### src/shared/sdc_regs.vh
// Register offsets, field positions, reset values and command codes of the SDRAM control block.
// Summary of operation
// - Config bit 8 picks bus to memory clock ratio, 0 is 1:1, 1 is 1:2.
// - Config bit 0 picks byte order, 0 little-endian, 1 big-endian.
// - Power-on loads endian from strap; software may override; bus reset leaves it.
// - After a software write the endian field reads the last written value.
// - Dynamic bit 15 drives flash high-voltage output; 0 after power-on.
// - Dynamic bit 14 drives active-low flash reset output; low after power-on.
// - Dynamic bit 13 requests deep power-down; 0 means normal operation.
// - Init field picks command: 00 normal, 01 mode set, 10 precharge all, 11 NOP.
// - Dynamic bit 5 disables memory output clock; 0 after power-on.
// - Dynamic bit 2 requests self-refresh, 0 returns to normal; 1 after power-on.
// - Dynamic bit 1 low stops memory clock when idle or self-refreshing; high runs.
// - Dynamic bit 0 low drops idle clock enables; high holds all enables high except in self-refresh or deep power-down.
// - Dynamic register changes anytime and completes with zero wait states.
// - Unused bits read undefined, here zero; software writes zeros to them.
// - Read-only status bit shows mode: 0 normal, 1 self-refresh; 1 after power-on.
// - Configuration register accesses complete with one wait state.
`ifndef SDC_REGS_VH
`define SDC_REGS_VH

// ****************************************************************
// Register offsets.
// ****************************************************************
`define SDC_CONFIG_OFS 12'h000
`define SDC_DYNCTL_OFS 12'h004
`define SDC_STATUS_OFS 12'h008

// ****************************************************************
// Field positions.
// ****************************************************************
`define SDC_CFG_RATIO_BIT 8
`define SDC_CFG_ENDIAN_BIT 0
`define SDC_DYN_HV_BIT 15
`define SDC_DYN_RP_BIT 14
`define SDC_DYN_DP_BIT 13
`define SDC_DYN_INIT_HI 8
`define SDC_DYN_INIT_LO 7
`define SDC_DYN_MMC_BIT 5
`define SDC_DYN_SR_BIT 2
`define SDC_DYN_CS_BIT 1
`define SDC_DYN_CE_BIT 0
`define SDC_STA_SA_BIT 2
`define SDC_STA_BUSY_BIT 0

// ****************************************************************
// Power-on reset values.
// ****************************************************************
`define SDC_RST_RATIO 1'h0
`define SDC_RST_HV 1'h0
`define SDC_RST_RP 1'h0
`define SDC_RST_DP 1'h0
`define SDC_RST_INIT 2'h0
`define SDC_RST_MMC 1'h0
`define SDC_RST_SR 1'h1
`define SDC_RST_CS 1'h1
`define SDC_RST_CE 1'h0
`define SDC_RST_SA 1'h1

// ****************************************************************
// Init field codes and SDRAM commands as {ras_n, cas_n, we_n}.
// ****************************************************************
`define SDC_INIT_NORMAL 2'h0
`define SDC_INIT_MODE 2'h1
`define SDC_INIT_PRECHARGE_ALL_CMD 2'h2
`define SDC_INIT_NOP 2'h3
`define SDC_CMD_NOP 3'h7
`define SDC_CMD_MODE 3'h0
`define SDC_CMD_PRECHARGE_ALL_CMD 3'h2
`define SDC_CMD_SREF 3'h1

`endif

### src/hw/sdc_top.v
// Configuration and dynamic memory control registers with SDRAM clock and command control.
`include "sdc_regs.vh"
module sdc_top #(
  parameter NUM_DEVS = 4,
  parameter ADDR_W = 12
) (
  // Clock, resets and enable.
  input wire ref_clk,
  input wire sys_rst,
  input wire bus_rst,
  input wire clk_en,
  // Register port.
  input wire reg_sel,
  input wire reg_write,
  input wire [ADDR_W-1:0] reg_addr,
  input wire [31:0] reg_wdata,
  output reg [31:0] reg_rdata,
  output wire reg_ready,
  // Pins from outside the clock domain.
  input wire big_endian_strap,
  input wire memory_core_clock,
  // Idle flags of the SDRAM devices from the access logic.
  input wire [NUM_DEVS-1:0] sdram_idle,
  // SDRAM side.
  output wire memory_clock_out,
  output wire [NUM_DEVS-1:0] sdram_cke,
  output wire [2:0] sdram_cmd,
  output wire sdram_cmd_active,
  // Mode and flash outputs.
  output wire big_endian_mode,
  output wire clock_ratio_half,
  output wire flash_high_voltage_out,
  output wire flash_reset_powerdown_n,
  output wire deep_power_down_req,
  output wire self_refresh_request,
  output wire self_refresh_ack,
  output wire init_hold_off
);

  // ****************************************************************
  // Synchronisers and memory clock edge detect.
  // ****************************************************************
  wire strap_sync;
  wire core_sync;
  reg core_prev_ff;
  wire mem_rise;

  sdc_sync2 u_strap_sync (
    .clk(ref_clk),
    .rst(sys_rst),
    .en(clk_en),
    .async_in(big_endian_strap),
    .sync_out(strap_sync)
  );

  sdc_sync2 u_core_sync (
    .clk(ref_clk),
    .rst(sys_rst),
    .en(clk_en),
    .async_in(memory_core_clock),
    .sync_out(core_sync)
  );

  always @(posedge ref_clk) begin
    if (sys_rst) begin
      core_prev_ff <= 1'b0;
    end else if (clk_en) begin
      core_prev_ff <= core_sync;
    end
  end

  assign mem_rise = core_sync & ~core_prev_ff;

  // ****************************************************************
  // Register port decode and wait states.
  // ****************************************************************
  wire cfg_hit;
  wire dyn_hit;
  wire sta_hit;
  reg wait_ff;
  wire acc_done;
  wire wr_cfg;
  wire wr_dyn;

  assign cfg_hit = reg_sel & (reg_addr == `SDC_CONFIG_OFS);
  assign dyn_hit = reg_sel & (reg_addr == `SDC_DYNCTL_OFS);
  assign sta_hit = reg_sel & (reg_addr == `SDC_STATUS_OFS);

  // The configuration register stalls its access for one cycle.
  always @(posedge ref_clk) begin
    if (sys_rst || bus_rst) begin
      wait_ff <= 1'b0;
    end else if (clk_en) begin
      wait_ff <= cfg_hit & ~wait_ff;
    end
  end

  assign reg_ready = ~(cfg_hit & ~wait_ff);
  assign acc_done = reg_sel & reg_ready & clk_en;
  assign wr_cfg = acc_done & reg_write & cfg_hit;
  assign wr_dyn = acc_done & reg_write & dyn_hit;

  // ****************************************************************
  // Configuration register.
  // ****************************************************************
  reg ratio_ff;
  reg endian_ff;
  reg strap_track_ff;

  // Only the power-on reset touches these; the bus reset leaves them alone.
  always @(posedge ref_clk) begin
    if (sys_rst) begin
      ratio_ff <= `SDC_RST_RATIO;
      endian_ff <= 1'b0;
      strap_track_ff <= 1'b1;
    end else if (clk_en) begin
      if (wr_cfg) begin
        ratio_ff <= reg_wdata[`SDC_CFG_RATIO_BIT];
        endian_ff <= reg_wdata[`SDC_CFG_ENDIAN_BIT];
        strap_track_ff <= 1'b0;
      end else if (strap_track_ff) begin
        endian_ff <= strap_sync;
      end
    end
  end

  assign big_endian_mode = endian_ff;
  assign clock_ratio_half = ratio_ff;

  // ****************************************************************
  // Dynamic memory control register.
  // ****************************************************************
  reg hv_ff;
  reg rp_ff;
  reg dp_ff;
  reg [1:0] init_ff;
  reg mmc_ff;
  reg sr_ff;
  reg cs_ff;
  reg ce_ff;
  wire [1:0] wr_init;

  assign wr_init = reg_wdata[`SDC_DYN_INIT_HI:`SDC_DYN_INIT_LO];

  always @(posedge ref_clk) begin
    if (sys_rst) begin
      hv_ff <= `SDC_RST_HV;
      rp_ff <= `SDC_RST_RP;
      dp_ff <= `SDC_RST_DP;
      init_ff <= `SDC_RST_INIT;
      mmc_ff <= `SDC_RST_MMC;
      sr_ff <= `SDC_RST_SR;
      cs_ff <= `SDC_RST_CS;
      ce_ff <= `SDC_RST_CE;
    end else if (wr_dyn) begin
      hv_ff <= reg_wdata[`SDC_DYN_HV_BIT];
      rp_ff <= reg_wdata[`SDC_DYN_RP_BIT];
      dp_ff <= reg_wdata[`SDC_DYN_DP_BIT];
      init_ff <= wr_init;
      mmc_ff <= reg_wdata[`SDC_DYN_MMC_BIT];
      sr_ff <= reg_wdata[`SDC_DYN_SR_BIT];
      cs_ff <= reg_wdata[`SDC_DYN_CS_BIT];
      ce_ff <= reg_wdata[`SDC_DYN_CE_BIT];
    end
  end

  assign flash_high_voltage_out = hv_ff;
  assign flash_reset_powerdown_n = rp_ff;
  assign deep_power_down_req = dp_ff;
  assign self_refresh_request = sr_ff;
  assign init_hold_off = (init_ff != `SDC_INIT_NORMAL);

  // ****************************************************************
  // Command requests: initialization commands and self-refresh entry.
  // ****************************************************************
  wire all_idle;
  wire init_go;
  wire sref_go;
  reg [2:0] init_cmd;
  wire cmd_busy;
  wire cmd_issued;
  reg sref_wait_ff;
  reg sa_ff;

  assign all_idle = &sdram_idle;

  always @* begin
    case (wr_init)
      `SDC_INIT_MODE: init_cmd = `SDC_CMD_MODE;
      `SDC_INIT_PRECHARGE_ALL_CMD: init_cmd = `SDC_CMD_PRECHARGE_ALL_CMD;
      `SDC_INIT_NOP: init_cmd = `SDC_CMD_NOP;
      default: init_cmd = `SDC_CMD_NOP;
    endcase
  end

  assign init_go = wr_dyn & (wr_init != `SDC_INIT_NORMAL);
  // Self-refresh entry waits for idle devices and gives way to dynamic control register writes.
  assign sref_go = sr_ff & ~sa_ff & ~sref_wait_ff & all_idle & ~init_hold_off
    & ~wr_dyn & ~cmd_busy;

  sdc_cmd_issue u_cmd (
    .clk(ref_clk),
    .rst(sys_rst),
    .en(clk_en),
    .mem_rise(mem_rise),
    .req_valid(init_go | sref_go),
    .req_cmd(init_go ? init_cmd : `SDC_CMD_SREF),
    .busy(cmd_busy),
    .issued(cmd_issued),
    .cmd_out(sdram_cmd),
    .cmd_active(sdram_cmd_active)
  );

  // The acknowledge follows the actual command, so it lags the request bit.
  always @(posedge ref_clk) begin
    if (sys_rst) begin
      sref_wait_ff <= 1'b0;
      sa_ff <= `SDC_RST_SA;
    end else if (clk_en) begin
      if (sref_go && !init_go) begin
        sref_wait_ff <= 1'b1;
      end else if (sref_wait_ff && cmd_issued) begin
        sref_wait_ff <= 1'b0;
        sa_ff <= 1'b1;
      end else if (!sr_ff && sa_ff && !sref_wait_ff && mem_rise) begin
        sa_ff <= 1'b0;
      end
    end
  end

  assign self_refresh_ack = sa_ff;

  // ****************************************************************
  // Clock enables and memory output clock.
  // ****************************************************************
  reg [NUM_DEVS-1:0] cke_ff;
  reg half_ff;
  reg clk_out_ff;
  wire clk_run;

  always @(posedge ref_clk) begin
    if (sys_rst) begin
      cke_ff <= {NUM_DEVS{1'b0}};
    end else if (clk_en) begin
      if (sa_ff || dp_ff) begin
        cke_ff <= {NUM_DEVS{1'b0}};
      end else if (ce_ff) begin
        cke_ff <= {NUM_DEVS{1'b1}};
      end else begin
        cke_ff <= ~sdram_idle;
      end
    end
  end

  assign sdram_cke = cke_ff;

  // Clock runs when enabled and either free-running or needed by traffic or a command.
  assign clk_run = ~mmc_ff & (cs_ff | (~sa_ff & (~all_idle | cmd_busy | sdram_cmd_active)));

  always @(posedge ref_clk) begin
    if (sys_rst) begin
      half_ff <= 1'b0;
      clk_out_ff <= 1'b0;
    end else if (clk_en) begin
      if (mem_rise) begin
        half_ff <= ~half_ff;
      end
      if (!clk_run) begin
        clk_out_ff <= 1'b0;
      end else if (ratio_ff) begin
        clk_out_ff <= half_ff;
      end else begin
        clk_out_ff <= core_sync;
      end
    end
  end

  assign memory_clock_out = clk_out_ff;

  // ****************************************************************
  // Read data.
  // ****************************************************************
  always @* begin
    reg_rdata = 32'h0;
    if (cfg_hit) begin
      reg_rdata[`SDC_CFG_RATIO_BIT] = ratio_ff;
      reg_rdata[`SDC_CFG_ENDIAN_BIT] = endian_ff;
    end else if (dyn_hit) begin
      reg_rdata[`SDC_DYN_HV_BIT] = hv_ff;
      reg_rdata[`SDC_DYN_RP_BIT] = rp_ff;
      reg_rdata[`SDC_DYN_DP_BIT] = dp_ff;
      reg_rdata[`SDC_DYN_INIT_HI:`SDC_DYN_INIT_LO] = init_ff;
      reg_rdata[`SDC_DYN_MMC_BIT] = mmc_ff;
      reg_rdata[`SDC_DYN_SR_BIT] = sr_ff;
      reg_rdata[`SDC_DYN_CS_BIT] = cs_ff;
      reg_rdata[`SDC_DYN_CE_BIT] = ce_ff;
    end else if (sta_hit) begin
      reg_rdata[`SDC_STA_SA_BIT] = sa_ff;
      reg_rdata[`SDC_STA_BUSY_BIT] = cmd_busy | sref_wait_ff;
    end
  end

endmodule // sdc_top

### src/hw/sdc_sync2.v
// Two flip-flop synchroniser for a level from outside the clock domain.
module sdc_sync2 (
  // Clock, reset and enable.
  input wire clk,
  input wire rst,
  input wire en,
  // Asynchronous level in, synchronised level out.
  input wire async_in,
  output wire sync_out
);
  reg meta_ff;
  reg sync_ff;

  always @(posedge clk) begin
    if (rst) begin
      meta_ff <= 1'b0;
      sync_ff <= 1'b0;
    end else if (en) begin
      meta_ff <= async_in;
      sync_ff <= meta_ff;
    end
  end

  assign sync_out = sync_ff;
endmodule // sdc_sync2

### src/hw/sdc_cmd_issue.v
// Holds one pending SDRAM command and launches it on the next memory clock edge.
`include "sdc_regs.vh"
module sdc_cmd_issue (
  // Clock, reset and enable.
  input wire clk,
  input wire rst,
  input wire en,
  // Rising edge of the memory clock, one cycle pulse.
  input wire mem_rise,
  // Command request.
  input wire req_valid,
  input wire [2:0] req_cmd,
  output wire busy,
  output wire issued,
  // SDRAM command outputs.
  output wire [2:0] cmd_out,
  output wire cmd_active
);
  reg pend_ff;
  reg [2:0] pend_cmd_ff;
  reg [2:0] cmd_ff;
  reg act_ff;

  // A command waits for the memory edge so it spans one full memory clock period.
  always @(posedge clk) begin
    if (rst) begin
      pend_ff <= 1'b0;
      pend_cmd_ff <= `SDC_CMD_NOP;
      cmd_ff <= `SDC_CMD_NOP;
      act_ff <= 1'b0;
    end else if (en) begin
      if (mem_rise) begin
        cmd_ff <= pend_ff ? pend_cmd_ff : `SDC_CMD_NOP;
        act_ff <= pend_ff;
        // A request that meets a memory edge with nothing pending is kept for the next edge.
        pend_ff <= req_valid & ~pend_ff;
        if (req_valid && !pend_ff) begin
          pend_cmd_ff <= req_cmd;
        end
      end else if (req_valid && !pend_ff) begin
        pend_ff <= 1'b1;
        pend_cmd_ff <= req_cmd;
      end
    end
  end

  assign busy = pend_ff;
  assign issued = en & mem_rise & pend_ff;
  assign cmd_out = cmd_ff;
  assign cmd_active = act_ff;
endmodule // sdc_cmd_issue

### config.mk
export PLATFORM = sky130hd
export DESIGN_NAME = sdc_top
export DESIGN_NICKNAME = d
export VERILOG_FILES = /design/src/hw/sdc_top.v /design/src/hw/sdc_sync2.v /design/src/hw/sdc_cmd_issue.v
export VERILOG_INCLUDE_DIRS = /design/src /design/src/shared
export SDC_FILE = /design/constraint.sdc
export NUM_CORES = 1
export LEC_CHECK = 0
export ABC_AREA = 1
export BUFFER_PORTS_ARGS = -buffer_cell sky130_fd_sc_hd__buf_4
export CAP_MARGIN = 10
export CORE_ASPECT_RATIO = 0.9
export CORE_UTILIZATION = 35
export DETAILED_ROUTE_END_ITERATION = 8
export GPL_ROUTABILITY_DRIVEN = 0
export GPL_TIMING_DRIVEN = 1
export PLACE_DENSITY_LB_ADDON = 0.05
export SLEW_MARGIN = 20
export SYNTH_ARGS = -nofsm -noshare
export SYNTH_HDL_FRONTEND = slang
export SYNTH_SLANG_ARGS = --single-unit
### constraint.sdc
create_clock -name ref_clk -period 2.99 [get_ports ref_clk]
set_clock_uncertainty 0.15 [all_clocks]
set_input_delay 0.1495 -clock ref_clk [delete_from_list [all_inputs] [get_ports ref_clk]]
set_output_delay 0.1495 -clock ref_clk [all_outputs]
set_load 0.01 [all_outputs]
==> results_dict.tcl, run 1 <==
set metrics [dict create \
    period_share_pct 54.6 \
    tns_ns 0 \
    synth.most_common_cell "nand2_1" \
    powerDensity_nw_per_um2 368 \
    synth_area_um2 1860 \
    route.final.wire_length_mm 4.30 \
    clock_latency_ns 0.27 \
    yosysWarnings 0 \
    slowest_stage "dlygate4sd3_1" \
    tightest_slew_ns 0.514 \
    nets 374 \
    ctsResizeCount 0 \
    ctsHoldBuffers 10 \
    dp_hpwl_mm 3.36 \
    ys_seq_elements 34 \
    crit_chain "dlygate4sd3_1, buf_4, nand4_1, nor4_4, nand2_1, nand2_2, nand2_2, nand2_1, nand3_1" \
    synth-compound-area-share_pct 16.4 \
    htree_levels 2 \
    critPathKind "in2reg" \
    root_buffer "clkbuf_8" \
    slew_viol_final 0 \
    syn_area_per_cell_um2 7.55 \
    drtIter0Drc 52 \
    worstPathRequired_ns 2.99 \
    relSlewSlack_pct 65.7 \
    fmax_mhz 612 \
    max_stage_delay_ns 0.52 \
    hold_class "in2reg" \
    io_pins 106 \
    grt_use_total_pct 16.7 \
    final-setup-viol-count 0 \
    yosysUniqueCellTypes 34 \
    first_global_vias 1548 \
    die_h_um 71.2 \
    grt_pass1_wl_mm 7.16 \
    cts_setup_buffers 0 \
    synthTopCellsByArea "dfxtp_1, buf_4, nand2_1" \
    clock_tree.buffer_depth 2 \
    dp_cells 364 \
    core-area_um2 4980 \
    synth_edf_count 0 \
    finalNonFillerCells 380 \
    synth_mux_area_share_pct 0 \
    drcViolationCount 0 \
    rsz0062_at_grt "false" \
    grt-ovfl-total 0 \
    synth_top_family_by_area "simple AND/OR/NAND/NOR gates" \
    start_util_pct 37.4 \
    ys.flop_type "dfxtp_1" \
    vias 1687 \
    numPortBuffers 59 \
    synth_commonest_cells "nand2_1, dfxtp_1, nor2_1" \
    ys_seq_area_share_pct 36.5 \
    ir_worst_vdd_mv 0.258 \
    status "finished, final reports clean" \
    critPathCaptureType "register" \
    die_w_um 78.9 \
    ant_nets 0 \
    clk_pin_slew_ns 0.07 \
    yosys.area.top_type "dfxtp_1" \
    leakage_nw 1.11 \
    dieArea_um2 5620 \
    diodes 0 \
    finalHoldViolCount 0 \
    antenna_found_initial 0 \
    synthAdderAreaFrac_pct 1.34 \
    cts_sinks 34 \
    grt_max_degree 20 \
    area_delta_synth_final_pct 31.3 \
    min_period_ns 1.63 \
    max-cap-violations 0 \
    cts_buffers 5 \
    worst-path-max-fanout 4 \
    cts_tree "done" \
    drt-vias-per-instance 4.44 \
    crit_family "simple AND/OR/NAND/NOR gates" \
    syn_inst 247 \
    dr.pass1.iters 5 \
    row_count 24 \
    synth_top_area_share_pct 36.5 \
    synthSimpleGateAreaFrac_pct 28.7 \
    cp_data_arrival_time_ns 1.63 \
    worst_setup_path_start_kind "input port" \
    async_flop_share_pct 0 \
    crit_buf_inv 2 \
    wl_per_cell_um 11.3 \
    drive_above_1_share_pct 30.5 \
    synth_xor_area_share_pct 0 \
]
## flip-flops by register name, indices dropped and copies added (netlist names), 2 cells and up
register           cells
u_cmd.pend_cmd_ff      3
init_ff                2
sdram_cke              4
u_cmd.cmd_out          3
## cell families after synthesis
group | count (synthesis)
adders and majority gates | 2
buffers and inverters | 58
and+or+nand+nor | 104
DFF | 34
AOI/OAI and AO/OA | 48
other | 1
## power breakdown
| part | total, mW | internal, mW | switching (mW) |
|---|---|---|---|
| clock network | 0.327 | 0.177 | 0.149 |
| logic | 0.110 | 0.0502 | 0.0599 |
| registers | 0.464 | 0.460 | 0.00411 |
| total | 0.901 | 0.688 | 0.213 |
## layout by cell type, fill, tap and decap left out, drive strengths merged
cell,Yosys,layout
a21oi,18,18
nand2,45,45
buf,27,59
inv,29,29
nor3b,1,1
a211oi,6,6
dfxtp,34,34
o21ai,18,18
o211ai,2,2
o22ai,2,2
nand3,10,10
ha,2,2
dlygate4sd3,0,10
o22a,1,1
a21o,1,1
nor3,2,2
nor4,2,2
clkbuf,2,6
nand4,4,4
nor2,40,40
conb,1,23
## layout make-up
| cell class | instances | area, um2 |
|---|---|---|
| Sequential cell | 34 | 681 |
| Inverter | 29 | 109 |
| Multi-Input combinational cell | 177 | 951 |
| Fill cell | 513 | 2540 |
| Timing Repair Buffer | 69 | 543 |
| Clock buffer | 6 | 82.6 |
| Tap cell | 65 | 81.3 |
## worst reg2reg max path, delay by kind of cell, from the launching register on
family | cells | cell delay [ns]
flip-flops | 1 | 0.32
AND/OR/NAND/NOR | 3 | 0.72
AO/OA/AOI/OAI | 2 | 0.33
## through the flow
step	hold WS, ns	total power, mW	area [um2]	util [%]	worst slack [ns]
floorplan	0.0780	0.548	1950	-	1.59
global placement	0.166	0.574	2260	45.4	1.27
detailed placement	0.169	0.575	2260	45.4	1.27
CTS	0.00102	0.917	2450	49.1	1.36
global route	0.00129	0.951	2450	49.1	1.24
finish	0.00227	0.901	2450	49.1	1.36
## routing by layer
| metal | routed length, um | part of all wire, % | track usage, % |
|---|---|---|---|
| met5 | 0 | 0 | 0 |
| met3 | 230 | 5.3 | 4.46 |
| met4 | 27 | 0.63 | 4.85 |
| met2 | 1970 | 46 | 27.1 |
| met1 | 2070 | 48 | 21.8 |
## worst paths after layout
path                                            from                     end  slack, ns  depth (start not counted)
worst max-delay path                   sdram_idle[0]    u_cmd.pend_cmd_ff[0]       1.36                          9
worst min-delay path                   reg_wdata[15]  flash_high_voltage_out      0.002                          3
worst max register to register  u_core_sync.sync_out        self_refresh_ack       1.42                          5
worst min register to register  u_cmd.pend_cmd_ff[2]    u_cmd.pend_cmd_ff[2]       0.30                          2
Power figures use the tool's default switching activity.
==> run 2: changes to the inputs <==
==> constraint.sdc (replaced) <==
create_clock -name ref_clk -period 1.3 [get_ports ref_clk]
set_clock_uncertainty 0.15 [all_clocks]
set_input_delay 0.065 -clock ref_clk [delete_from_list [all_inputs] [get_ports ref_clk]]
set_output_delay 0.065 -clock ref_clk [all_outputs]
set_load 0.01 [all_outputs]
==> run 2 against run 1 <==
  * Wire length grew 18%
  * Non-clock buffer count is 46 higher
  * Hold slack better by 0.014 ns
  * Largest cell class unchanged
  * First-iteration DRC count increased by 1.9%
  * Register-to-register slack lost 1.5 ns
  * The run now ends with negative setup slack left
  * Clock power rose by 130%
  * Design area up 24%
  * Sequential power is 130% higher
  * Via count is 11% higher
  * Sequential share of layout area fell by 5.1 points
  * Critical path type is now reg2reg
  * Cell count grew 12%
==> results_dict.tcl, run 2 (synthesis gave the netlist of run 1 again) <==
set metrics [dict create \
    worst_setup_path_start_kind "register" \
    htree_levels 2 \
    slew_viol_final 0 \
    route.final.wire_length_mm 5.08 \
    max-cap-violations 0 \
    worst_hold_path.num_cells 4 \
    powerDensity_nw_per_um2 708 \
    diodes 0 \
    dr.pass1.iters 4 \
    tns_ns -0.287 \
    ant_nets 0 \
    final-setup-viol-count 7 \
    critPathCaptureType "register" \
    clock_latency_ns 0.28 \
    cp_data_arrival_time_ns 1.39 \
    fin_ws_ns -0.0696 \
    violations "negative setup slack" \
    ir_worst_vdd_mv 0.643 \
    worst-path-max-fanout 4 \
    whs_endpoint "init_ff[1]" \
    r2r_slack_ns -0.07 \
    root_buffer "clkbuf_8" \
    grt-ovfl-total 0 \
    drt-vias-per-instance 4.41 \
    clk_pin_slew_ns 0.06 \
    cts_sinks 34 \
    max_stage_delay_ns 0.32 \
    ff2ff_path_depth 8 \
    crit_buf_inv 1 \
    dp_hpwl_mm 3.70 \
    first_global_vias 1799 \
    fill_cells 493 \
    crit_family "simple AND/OR/NAND/NOR gates" \
    area_delta_synth_final_pct 62.6 \
    die_h_um 71.2 \
    grt_pass1_wl_mm 8.15 \
    numPortBuffers 59 \
    drive_above_1_share_pct 47.9 \
    nets 420 \
    core-area_um2 4980 \
    vias 1880 \
    antenna_found_initial 0 \
    wl_per_cell_um 11.9 \
    dieArea_um2 5620 \
    status "finished, violations left" \
    cts_tree "done" \
    rr_endpoint "u_cmd.pend_cmd_ff[0]" \
    final_common_cell "buf_4" \
    hold_start "reg_wdata[8]" \
    largest_reg_flops 4 \
    finalHoldViolCount 0 \
    period_share_pct 105 \
    final_cell_mix "buf_4, nand2_1, dfxtp_1" \
    critPathKind "reg2reg" \
    finalNonFillerCells 426 \
    grt_use_total_pct 18.7 \
    io_pins 106 \
    drtIter0Drc 53 \
    slowest_stage "dfxtp_2" \
    rr_startpoint "init_ff[1]" \
    drcViolationCount 0 \
    min_period_ns 1.37 \
    leakage_nw 1.38 \
    worstPathRequired_ns 1.32 \
    die_w_um 78.9 \
    row_count 24 \
    start_util_pct 37.4 \
    dp_slack_ns -0.136 \
    rsz0062_at_grt "true" \
    dp_cells 396 \
    clock_tree.buffer_depth 2 \
    crit_chain "inv_2, nand2_4, nor4_4, nand2_2, nand2_2, nand2_4, nand2_1, nand3_1" \
    cts_buffers 5 \
    grt_max_degree 16 \
    hold_class "in2reg" \
    fmax_mhz 730 \
]
[run 2: cell types whose count changed in the layout (fill, tap and decap cells not counted), moves of 6 or more]
cell | previous run | this run
buf_4 | 59 | 85
buf_6 | 0 | 13
nand2_1 | 42 | 33
dfxtp_1 | 34 | 27
dfxtp_2 | 0 | 7
inv_1 | 25 | 18
nor2_1 | 29 | 22
dlygate4sd3_1 | 10 | 16
inv_2 | 4 | 10
[run 2: layout make-up]
cell class | instances | area, um2 | share of cell area, %
Sequential cell | 34 | 689 | 22.7
Clock buffer | 6 | 82.6 | 2.72
Tap cell | 65 | 81.3 | 2.68
Timing Repair Buffer | 115 | 965 | 31.8
Inverter | 29 | 111 | 3.67
Multi-Input combinational cell | 177 | 1100 | 36.4
[run 2: routing by layer]
layer  track usage [%]  routed length [um]  vias up
li1                  -                   -      981
met4              5.45                  43        0
met3              4.20                 191        6
met5                 0                   0        -
met1              25.0                2440      846
met2              30.3                2400       47
[run 2: how the worst max path moves through the flow]
stage,start,to,depth (start not counted)
final,init_ff[1],u_cmd.pend_cmd_ff[0],8
after global routing,init_ff[1],u_cmd.pend_cmd_ff[0],8
after CTS,u_cmd.busy,reg_rdata[0],5
after detailed placement,reg_addr[11],big_endian_mode,9
after global placement,reg_addr[11],init_ff[0],10
after floorplan,self_refresh_request,u_cmd.pend_cmd_ff[0],7
[run 2: worst reg2reg max path: stages (launching register included)]
cell	delay, ns
dfxtp_2	0.32
inv_2	0.07
nand2_4	0.06
nor4_4	0.26
nand2_2	0.11
nand2_2	0.11
nand2_4	0.07
nand2_1	0.06
nand3_1	0.05
[run 2: power breakdown]
part | switching (mW) | internal, mW
Combinational | 0.166 | 0.165
Sequential | 0.00830 | 1.06
Clock | 0.341 | 0.408
[run 2: repair_timing]
action | in CTS | in global routing
setup endpoints to repair | 13 | 29
gates resized for setup | 22 | 39
hold buffers | 16 | 0
setup buffers | 7 | 5
hold endpoints to repair | 17 | 0
cloned | 0 | 0
pin swaps | 11 | 17
[run 2: through the flow]
step	instance area, um2	power (mW)	hold slack (ns)	utilization [%]
after floorplan	1960	1.26	-0.00653	-
after global placement	2510	1.35	0.0807	50.5
after detailed placement	2510	1.35	0.0809	50.5
after CTS	2890	2.15	-0.00586	58.0
after global routing	3030	2.26	0.0259	60.8
final	3030	2.15	0.0161	60.8
